==> config.mk <==
export PLATFORM = sky130hd
export DESIGN_NAME = crdc_core
export DESIGN_NICKNAME = d
export VERILOG_FILES = /design/src/include/crdc_pkg.sv /design/src/core/crdc_step_timer.sv /design/src/core/crdc_core.sv
export SDC_FILE = /design/constraint.sdc
export NUM_CORES = 1
export LEC_CHECK = 0
export ABC_AREA = 1
export BUFFER_PORTS_ARGS = -buffer_cell sky130_fd_sc_hd__buf_2
export CAP_MARGIN = 20
export CORE_MARGIN = 5
export CORE_UTILIZATION = 30
export CTS_BUF_LIST = sky130_fd_sc_hd__clkbuf_4 sky130_fd_sc_hd__clkbuf_8
export DETAILED_ROUTE_END_ITERATION = 6
export PLACE_DENSITY = 0.56
export SLEW_MARGIN = 15
export SYNTH_ARGS = -nofsm -noshare
export SYNTH_HDL_FRONTEND = slang
export SYNTH_HIERARCHICAL = 1
export SYNTH_SLANG_ARGS = --single-unit
==> constraint.sdc <==
create_clock -name i_sys_clk -period 6.7 [get_ports i_sys_clk]
set_input_delay 0 -clock i_sys_clk [delete_from_list [all_inputs] [get_ports i_sys_clk]]
set_output_delay 0 -clock i_sys_clk [all_outputs]
set_load 0.02 [all_outputs]
==> src/include/crdc_pkg.sv <==
// Package for the core rail voltage-change control block.
// Assumes one 200 MHz system clock and a decoded serial-interface register port.
package crdc_pkg;

    // Register offsets on the serial interface
    localparam logic [7:0] ADDR_CONVERTER_CONTROL_TWO = 8'h05;
    localparam logic [7:0] ADDR_CORE_TARGET_VOLTAGE   = 8'h06;
    localparam logic [7:0] ADDR_CORE_SLEW_SELECT      = 8'h07;

    // Field positions in converter_control_two
    localparam int BIT_APPLY_CHANGE = 7;
    localparam int BIT_PIN_SELECT   = 6;
    localparam int DISCHARGE_MSB    = 2;

    // Values after reset, and the immediate slew code
    localparam logic [7:0] RST_CONVERTER_CONTROL_TWO = 8'h40;
    localparam logic [7:0] RST_CORE_SLEW_SELECT      = 8'h06;
    localparam logic [7:0] RST_TARGET_STRAP_LOW      = 8'h14;
    localparam logic [7:0] RST_TARGET_STRAP_HIGH     = 8'h1E;
    localparam logic [2:0] SLEW_IMMEDIATE            = 3'h7;

    // Step timing: one 25 mV count at the slowest rate of 0.225 mV/us
    localparam int CLK_PERIOD_PS      = 5000;
    localparam int SLOWEST_STEP_PS    = 111111112;
    localparam int SLOWEST_STEP_CYCLES =
        (SLOWEST_STEP_PS + CLK_PERIOD_PS - 1) / CLK_PERIOD_PS;

    // Decoded register access from the serial interface
    typedef struct packed {
        logic       wr;
        logic       rd;
        logic [7:0] addr;
        logic [7:0] wdata;
    } crdc_bus_s;

endpackage

==> src/core/crdc_step_timer.sv <==
// Step pacing timer for the core voltage ramp.
// Assumes the slew code stays stable while a ramp is in progress.
`timescale 1ns/100ps
module crdc_step_timer
    import crdc_pkg::*;
#(
    parameter int CNT_W      = 15,
    parameter int BASE_STEPS = SLOWEST_STEP_CYCLES
) (
    input  wire logic       i_sys_clk,  // System clock
    input  wire logic       i_reset_n,  // Async reset, active low
    input  wire logic       i_run,      // Count while high
    input  wire logic [2:0] i_slew,     // Slew code, halves period per count
    output logic            o_tick      // One-cycle step pulse
);
    logic [CNT_W-1:0] count;
    logic [CNT_W-1:0] reload;

    // Period halves for each slew count, never below one cycle
    assign reload = CNT_W'((BASE_STEPS >> i_slew) - 1);

    always_ff @(posedge i_sys_clk or negedge i_reset_n) begin
        if (!i_reset_n) begin
            count  <= '0;
            o_tick <= 1'b0;
        end else if (!i_run) begin
            count  <= reload;
            o_tick <= 1'b0;
        end else if (count == '0) begin
            count  <= reload;
            o_tick <= 1'b1;
        end else begin
            count  <= count - CNT_W'(1);
            o_tick <= 1'b0;
        end
    end
endmodule

==> src/core/crdc_core.sv <==
// Core rail dynamic voltage change control: registers 05h..07h and code ramp.
// Assumes register strobes arrive already decoded from the serial interface.
// Operation
// - Apply bit ramps code to target at slew
// - Apply bit self-clears when transition done
// - Done means code reached, not rail settled
// - Pin-select picks strap or register voltage
// - Strap low gives 1.3 V, high 1.55 V
// - Pin-select returns to 1 on reset events
// - Discharge bits act while converter disabled
// - Target code is 0.8 V plus 25 mV
// - Target resets to 14h or 1Eh by strap
// - Target reloads on all reset events
// - Slew codes double rate, 111 immediate
// - Slew register resets 06h, three bits
// - Control register resets 40h, bits 5:3 zero
`timescale 1ns/100ps
module crdc_core
    import crdc_pkg::*;
#(
    parameter int STEP_CYCLES = SLOWEST_STEP_CYCLES
) (
    input  wire logic       i_sys_clk,              // System clock, 200 MHz
    input  wire logic       i_reset_n,              // Async reset, active low
    input  wire crdc_bus_s  i_bus,                  // Decoded register access
    input  wire logic       i_undervoltage_lockout, // Lockout active
    input  wire logic       i_warm_reset_pin_n,     // Warm reset pin, low active
    input  wire logic       i_power_on_reset_output,// Power-on reset active
    input  wire logic       i_backup_clock_rail_low,// Backup rail under threshold
    input  wire logic       i_core_default_strap,   // Strap pin at supply
    input  wire logic [2:0] i_converter_enable,     // System, core, memory enables
    output logic      [7:0] o_rdata,                // Register read data
    output logic      [4:0] o_core_rail_voltage,    // Internal voltage code
    output logic            o_core_use_strap,       // Voltage taken from strap
    output logic      [2:0] o_discharge,            // Active discharge on
    output logic            o_dvm_busy              // Apply bit still set
);
    typedef enum logic [0:0] {S_IDLE, S_RAMP} crdc_state_e;

    crdc_state_e state;
    logic        load_pending;
    logic        apply_change;
    logic        pin_select;
    logic [2:0]  discharge_en;
    logic [4:0]  target;
    logic [2:0]  slew;
    logic [4:0]  code;
    logic        tick;
    logic        done;
    logic        undervoltage_lockout_load;
    logic        rail_load;
    logic        wr_ctrl;
    logic [7:0]  strap_default;

    // Full default load on lockout and once after async reset
    assign undervoltage_lockout_load = i_undervoltage_lockout | load_pending;
    assign rail_load = undervoltage_lockout_load | !i_warm_reset_pin_n | i_power_on_reset_output | i_backup_clock_rail_low;
    assign wr_ctrl   = i_bus.wr && (i_bus.addr == ADDR_CONVERTER_CONTROL_TWO);
    assign strap_default = i_core_default_strap ? RST_TARGET_STRAP_HIGH : RST_TARGET_STRAP_LOW;

    // Code reached target ends the ramp, rail settling not awaited
    assign done = apply_change &&
                  ((state == S_IDLE && slew == SLEW_IMMEDIATE) || (state == S_RAMP && code == target));

    // Strap caught by the clock after reset release
    always_ff @(posedge i_sys_clk or negedge i_reset_n) begin
        if (!i_reset_n) begin
            load_pending <= 1'b1;
        end else begin
            load_pending <= 1'b0;
        end
    end

    always_ff @(posedge i_sys_clk or negedge i_reset_n) begin
        if (!i_reset_n) begin
            apply_change <= RST_CONVERTER_CONTROL_TWO[BIT_APPLY_CHANGE];
        end else if (undervoltage_lockout_load) begin
            apply_change <= 1'b0;
        end else if (wr_ctrl) begin
            apply_change <= i_bus.wdata[BIT_APPLY_CHANGE];
        end else if (done) begin
            apply_change <= 1'b0;
        end
    end

    always_ff @(posedge i_sys_clk or negedge i_reset_n) begin
        if (!i_reset_n) begin
            pin_select <= RST_CONVERTER_CONTROL_TWO[BIT_PIN_SELECT];
        end else if (rail_load) begin
            pin_select <= RST_CONVERTER_CONTROL_TWO[BIT_PIN_SELECT];
        end else if (wr_ctrl) begin
            pin_select <= i_bus.wdata[BIT_PIN_SELECT];
        end
    end

    always_ff @(posedge i_sys_clk or negedge i_reset_n) begin
        if (!i_reset_n) begin
            discharge_en <= RST_CONVERTER_CONTROL_TWO[DISCHARGE_MSB:0];
        end else if (undervoltage_lockout_load) begin
            discharge_en <= RST_CONVERTER_CONTROL_TWO[DISCHARGE_MSB:0];
        end else if (wr_ctrl) begin
            discharge_en <= i_bus.wdata[DISCHARGE_MSB:0];
        end
    end

    always_ff @(posedge i_sys_clk or negedge i_reset_n) begin
        if (!i_reset_n) begin
            target <= RST_TARGET_STRAP_LOW[4:0];
        end else if (rail_load) begin
            target <= strap_default[4:0];
        end else if (i_bus.wr && i_bus.addr == ADDR_CORE_TARGET_VOLTAGE) begin
            target <= i_bus.wdata[4:0];
        end
    end

    always_ff @(posedge i_sys_clk or negedge i_reset_n) begin
        if (!i_reset_n) begin
            slew <= RST_CORE_SLEW_SELECT[2:0];
        end else if (undervoltage_lockout_load) begin
            slew <= RST_CORE_SLEW_SELECT[2:0];
        end else if (i_bus.wr && i_bus.addr == ADDR_CORE_SLEW_SELECT) begin
            slew <= i_bus.wdata[2:0];
        end
    end

    crdc_step_timer #(
        .CNT_W      (15),
        .BASE_STEPS (STEP_CYCLES)
    ) u_step_timer (
        .i_sys_clk (i_sys_clk),
        .i_reset_n (i_reset_n),
        .i_run     (state == S_RAMP),
        .i_slew    (slew),
        .o_tick    (tick)
    );

    // Ramp sequencer; software clearing the apply bit stops the ramp
    always_ff @(posedge i_sys_clk or negedge i_reset_n) begin
        if (!i_reset_n) begin
            state <= S_IDLE;
        end else if (rail_load) begin
            state <= S_IDLE;
        end else begin
            case (state)
                S_IDLE: begin
                    if (apply_change && slew != SLEW_IMMEDIATE) begin
                        state <= S_RAMP;
                    end
                end
                S_RAMP: begin
                    if (!apply_change || code == target) begin
                        state <= S_IDLE;
                    end
                end
                default: begin
                    state <= S_IDLE;
                end
            endcase
        end
    end

    always_ff @(posedge i_sys_clk or negedge i_reset_n) begin
        if (!i_reset_n) begin
            code <= RST_TARGET_STRAP_LOW[4:0];
        end else if (rail_load) begin
            code <= strap_default[4:0];
        end else if (state == S_IDLE && apply_change && slew == SLEW_IMMEDIATE) begin
            code <= target;
        end else if (state == S_RAMP && apply_change && tick && code != target) begin
            code <= (code < target) ? code + 5'h1 : code - 5'h1;
        end
    end

    // Discharge only while the converter is off
    always_ff @(posedge i_sys_clk or negedge i_reset_n) begin
        if (!i_reset_n) begin
            o_discharge <= 3'h0;
        end else begin
            o_discharge <= discharge_en & ~i_converter_enable;
        end
    end

    // Unused bits read as zero
    always_ff @(posedge i_sys_clk or negedge i_reset_n) begin
        if (!i_reset_n) begin
            o_rdata <= 8'h00;
        end else if (i_bus.rd) begin
            case (i_bus.addr)
                ADDR_CONVERTER_CONTROL_TWO: o_rdata <= {apply_change, pin_select, 3'h0, discharge_en};
                ADDR_CORE_TARGET_VOLTAGE:   o_rdata <= {3'h0, target};
                ADDR_CORE_SLEW_SELECT:      o_rdata <= {5'h0, slew};
                default:                    o_rdata <= 8'h00;
            endcase
        end
    end

    assign o_core_rail_voltage = code;
    assign o_core_use_strap    = pin_select;
    assign o_dvm_busy          = apply_change;
endmodule

; ---- After elaboration in Yosys (flattened, before gate mapping)
; Cells that the tools add are included.
[totals]
register_bits = 47
inputBits = 28
out_inout_bits = 18
word_cells = 80
[classes]
addsub = 4
n_lt_le_gt_ge = 1
eq_ne = 7
n_shift = 1
mux = 25
bitwise_logic = 7
reduce_logical = 23
[op_table]
columns = cell, count
row1 = two-way mux 15 bit, 2
row2 = two-way mux 5 bit, 6
row3 = "== test 8 x 3 -> 1 bit, second input constant", 3
row4 = case mux 8 bit (3 select lines), 1
row5 = logical NOT 15 bit, 1
row6 = ">> shifter 15 x 3 -> 15 bit, first input constant", 1
row7 = "subtractor 15 x 1 -> 15 bit, second input constant", 1
row8 = "subtractor 15 x 2 -> 15 bit, second input constant", 1
row9 = logical AND 1 bit, 12
row10 = two-way mux 3 bit, 4
row11 = two-way mux 1 bit, 10
row12 = nonzero test 2 bit, 4
row13 = nonzero test 3 bit, 2
row14 = "adder 5 x 1 -> 5 bit, second input constant", 1
row15 = == test 5 bit, 1
row16 = < comparator 5 bit, 1
row17 = != test 5 bit, 1
row18 = "subtractor 5 x 1 -> 5 bit, second input constant", 1
row19 = two-way mux 4 bit, 1
row20 = OR 1 bit, 4
row21 = bitwise AND 3 bit, 1
row22 = "== test 3 bit, second input constant", 1
row23 = "!= test 3 bit, second input constant", 1
row24 = NOT 3 bit, 1
row25 = 4 further kinds, 6

; ---- Depth between registers and ports, before layout
[logic_depth]
ltp_word = 7
ltp_mapped = 16
ltp_nobuf = 16

; ---- Cells and area by module
; The synthesis kept the hierarchy.
[by_module_without_submodules]
columns = mod, n_inst, cells_each, area_per_inst_um2, seq_area_each_um2
row1 = crdc_core, 1, 219, 1809.2, 760.7
row2 = crdc_step_timer, 1, 213, 1460.2, 400.4

; ---- Worst setup path before layout
; Ideal clock, no wire load.
[synth_path]
kind = register to register
startpoint = register code[4], in the netlist o_core_rail_voltage[4]
endpoint = register code[2], in the netlist o_core_rail_voltage[2]
setup_ns = 0.079
arrival_ns = 2.130
required_time_ns = 6.621
slack_ns = 4.491
stages_incl_launch_ff = 12
n_path_buf = 0
period_less_slack_ns = 2.209
cell_sequence = dfstp_2 > ha_1 > nand2_1 > inv_1 > nand2_1 > nand3_1 > ha_1 > or2_2 > nand3_1 > o21ai_0 > o21ai_1 > nand2_1
[synth_via]
elab_chain_len = 5
word_cells_on_any_way = 8
cone_classes = order compare (1) / eq/ne (1) / mux (4) / reduce/logical (2)
[synth_rtl]
columns = item, line
row1 = "start, declared", crdc_core.sv:47  ; logic [4:0] code;
row2 = "start signal, assigned", crdc_core.sv:164  ; code <= RST_TARGET_STRAP_LOW[4:0];
row3 = "start signal, assigned", crdc_core.sv:166  ; code <= strap_default[4:0];
row4 = "start signal, assigned", crdc_core.sv:168  ; code <= target;
row5 = < comparator 5 bit, crdc_core.sv:170  ; code <= (code < target) ? code + 5'h1 : code - 5'h1;
row6 = two-way mux 5 bit, crdc_core.sv:170
row7 = two-way mux 5 bit, crdc_core.sv:169  ; end else if (state == S_RAMP && apply_change && tick && code != target) begin
row8 = two-way mux 5 bit, crdc_core.sv:167  ; end else if (state == S_IDLE && apply_change && slew == SLEW_IMMEDIATE) begin
row9 = two-way mux 5 bit, crdc_core.sv:165  ; end else if (rail_load) begin
; Several ways; a longest one is shown, not always the timed one. The select of a mux whose other input is x is not followed.
; A chain may end at the register's enable or synchronous reset.

; ---- Worst setup path in the final report
[layout_path]
startpoint = register slew[1]
endpoint = register u_step_timer.count[12]
[layout_via]
elab_chain_len = 4
[layout_rtl]
columns = item, line
row1 = "start, declared", crdc_core.sv:46  ; logic [2:0] slew;
row2 = "start signal, assigned", crdc_core.sv:118  ; slew <= RST_CORE_SLEW_SELECT[2:0];
row3 = "start signal, assigned", crdc_core.sv:120  ; slew <= RST_CORE_SLEW_SELECT[2:0];
row4 = "start signal, assigned", crdc_core.sv:122  ; slew <= i_bus.wdata[2:0];
row5 = >> shifter 15 x 3 -> 15 bit (*), crdc_step_timer.sv:20  ; assign reload = CNT_W'((BASE_STEPS >> i_slew) - 1);
row6 = subtractor 15 x 2 -> 15 bit (*), crdc_step_timer.sv:20
row7 = two-way mux 15 bit, crdc_step_timer.sv:29  ; end else if (count == '0) begin
row8 = two-way mux 15 bit (*), crdc_step_timer.sv:26  ; end else if (!i_run) begin
row9 = "end signal, assigned", crdc_step_timer.sv:27  ; count <= reload;
row10 = "end signal, assigned", crdc_step_timer.sv:30  ; count <= reload;
row11 = "end signal, assigned", crdc_step_timer.sv:33  ; count <= count - CNT_W'(1);
row12 = "end, declared", crdc_step_timer.sv:16  ; logic [CNT_W-1:0] count;
; Mark *: on every way between the ends. The rest lies on a longest branch, timed or not.

==> metrics <==
status complete, no violations; clk root buf clkbuf_8; Slew Limit Fails 0; Post-CTS Resized 0; vias per inst 4.57; RSZ-0062 raised after global routing no; setup slack at placement 4250 ps; Post-Synthesis Cell Area 3270 µm²; final net count 533; Seq cells post-synth 46; n_diodes 0; Num CTS Buffers 5; startpoint types flop; CP endpoint kind flop; die height 114 µm; Post-Route Utilization 35.2%; CTS sink cnt 46; worst hold path class input port to flop; DIE AREA 13100 µm²; R2R Setup Slk 4240 ps; Post-synth EDFFs 0; GR Util met2 20.1%; CTS max path bufs 2; Crit Path Category flop to flop; worst-path fanout max 9; Critical-path top delay cell dfstp_2; cell row count 38; Initial Utilization 30.4%; H-tree depth 2; Mapped Cells 432; I/O Pins 46; Area Overhead vs Synth 15.6%; Fin Clk Skew 11.2 ps; r2r worst-path depth 14; WHS 5.05 ps; pin count of the biggest net entering global routing 47; Final WS setup 4240 ps; routed len/inst 12.5 µm; worst vdd ir 0.0714 mV; Finish-stage setup viols 0; Critical Path End u_step_timer/count[12]$_DFF_PN0_; Slew @ Worst Pin 771 ps; synth warn 6; Final Hold Fails 0; gpl congestion 0.809; Crit path max-delay family simple AND/OR/NAND/NOR gates; core area 10700 µm²; sequential-to-total area share from yosys stat 35.5%; Tcrit/Tclk final 36.7%; Fin Setup TNS 0 ps; initial antenna violation count 0; fmax 406 MHz; Critical Path AT 2700 ps; crit path from slew[1]$_DFFE_PN1P_; clock slew at reported path FFs 90 ps; pwr dens 144 nW/µm²; max-cap viol count 0; critical path's largest stage delay 640 ps; hold depth 3; Cell variety after synth 45; most crowded layer after global routing met2; DRC 0; fraction of registers with async set/reset 100%; filler cell count 1182; post-layout min period 2460 ps; post-DP HPWL 6090 µm; Slew headroom 48.1%; RR Startpoint slew[1]$_DFFE_PN1P_; clock insertion delay at the later pin of the skew report 300 ps; placed instance count 610; Post-synth top flop dfrtp_1; GRT met1 Usage 18.6%; GRT Total Usage 13.0%; TritonCTS clock tree built; syn avg cell area 7.57 µm²; Worst path depth 14; WP data required 6940 ps; first drt pass iteration count 4; port buffer count 43; antenna-violating nets left 0; initial DRC count 149; CP dominant cell by count nand2_1; cells along the critical path inv_1, ha_1, nor2_4, inv_1, nand2_1, ha_1, inv_1, nor2_1, nand3_2, nor2_2, nand3_1, nand2_1, nand2_1, nand2_1; GRT met3 Usage 2.54%; filler-free cell count of the finished design 627; fraction of layout cells with a size suffix above 1 22.0%; Crit path buffers/inverters 3; chip width 114 µm; vias in the first global route 2886; first-pass GRT wire length 13800 µm; Worst R2R End u_step_timer/count[12]$_DFF_PN0_; vias 2868; P_leak 0.00190 µW; final WL 7850 µm; gr ovfl total 0
[synthesized netlist by cell type, types with 7 or more instances]
cell	number	area share, %
nand3_1	47	7.2
a21oi_1	15	2.3
nor2_2	7	1.3
nand2_1	104	12
ha_1	18	6.9
nor2_1	38	4.4
o21ai_1	9	1.4
inv_1	54	6.2
dfstp_2	8	6.4
nand2_2	8	1.5
o21ai_0	17	2.6
dfrtp_1	38	29
[state kept, by name, indices dropped and copies added (netlist names)]
| name | cells |
|---|---|
| slew | 3 |
| load_pending | 1 |
| u_step_timer/count | 15 |
| u_step_timer/o_tick | 1 |
| o_core_use_strap | 1 |
| o_discharge | 3 |
| state | 1 |
| o_core_rail_voltage | 5 |
| target | 5 |
| o_rdata | 7 |
| discharge_en | 3 |
| o_dvm_busy | 1 |
[how the worst min path moves through the flow]
| stage | from | to | slack, ps |
|---|---|---|---|
| after floorplan | i_reset_n | discharge_en[0]$_DFFE_PN0P_ | -300 |
| after global placement | i_converter_enable[0] | o_discharge[0]$_DFF_PN0_ | 150 |
| after detailed placement | i_converter_enable[2] | o_discharge[2]$_DFF_PN0_ | 160 |
| after CTS | i_bus[16] | o_rdata[4]$_DFFE_PN0P_ | 5 |
| after global routing | i_bus[16] | o_rdata[4]$_DFFE_PN0P_ | 20 |
| final | i_bus[16] | o_rdata[4]$_DFFE_PN0P_ | 5 |
[stage by stage]
| step | instance area [µm²] | power (µW) |
|---|---|---|
| 4_1_cts | 3780 | 552 |
| 2_1_floorplan | 3270 | 337 |
| 6_report | 3780 | 545 |
| 3_5_place_dp | 3590 | 364 |
| 3_3_place_gp | 3590 | 363 |
| 5_1_grt | 3780 | 580 |
[final cells by class]
cell class | instances | area, µm² | area share (%)
sequential | 46 | 1160 | 30.7
timing repair buffer | 52 | 308 | 8.15
tap | 140 | 175 | 4.64
multi-input combinational | 319 | 1800 | 47.6
clock inverter | 1 | 5.00 | 0.132
clock buffer | 7 | 90.1 | 2.38
inverter | 62 | 241 | 6.39
[kinds of logic after synthesis]
logic type	synth area share, %
buffers and inverters	9.61
adders and majority gates	7.50
and+or+nand+nor	35.4
AOI/OAI and AO/OA	9.95
other	0.115
xor gates and xnor gates	1.88
DFF	35.5
[cell usage in the layout, fill, tap and decap left out, types with 8 or more instances in the layout]
master and n:
o21ai_0 17, dfstp_2 8, ha_1 18, dlygate4sd3_1 9
inv_1 54, a21oi_1 15, dfrtp_1 38, nand2_1 104
nor2_1 38, buf_2 42, nand3_1 47, nand2_2 8
o21ai_1 9
[tightest hold or removal path: stages]
cell and delay (ps):
buf_2 140, nand3_1 90, nand2_1 40
[routing by layer]
layer	share of wire (%)	wire (µm)
met2	46	3610
met4	0.90	71
met1	49	3890
met3	3.7	288
met5	0	0
[timing repair]
| action | 4_1_cts | 5_1_grt |
|---|---|---|
| hold buffers | 9 | 0 |
| buffers inserted | 0 | 0 |
| hold endpoints to repair | 48 | 0 |
[report_power, final]
part / internal [µW] / switching, µW
combinational: 30.2 / 47.6
sequential: 281 / 3.39
clock: 87.5 / 95.0
total: 399 / 146
No activity file was read; power rests on OpenSTA's default activity.
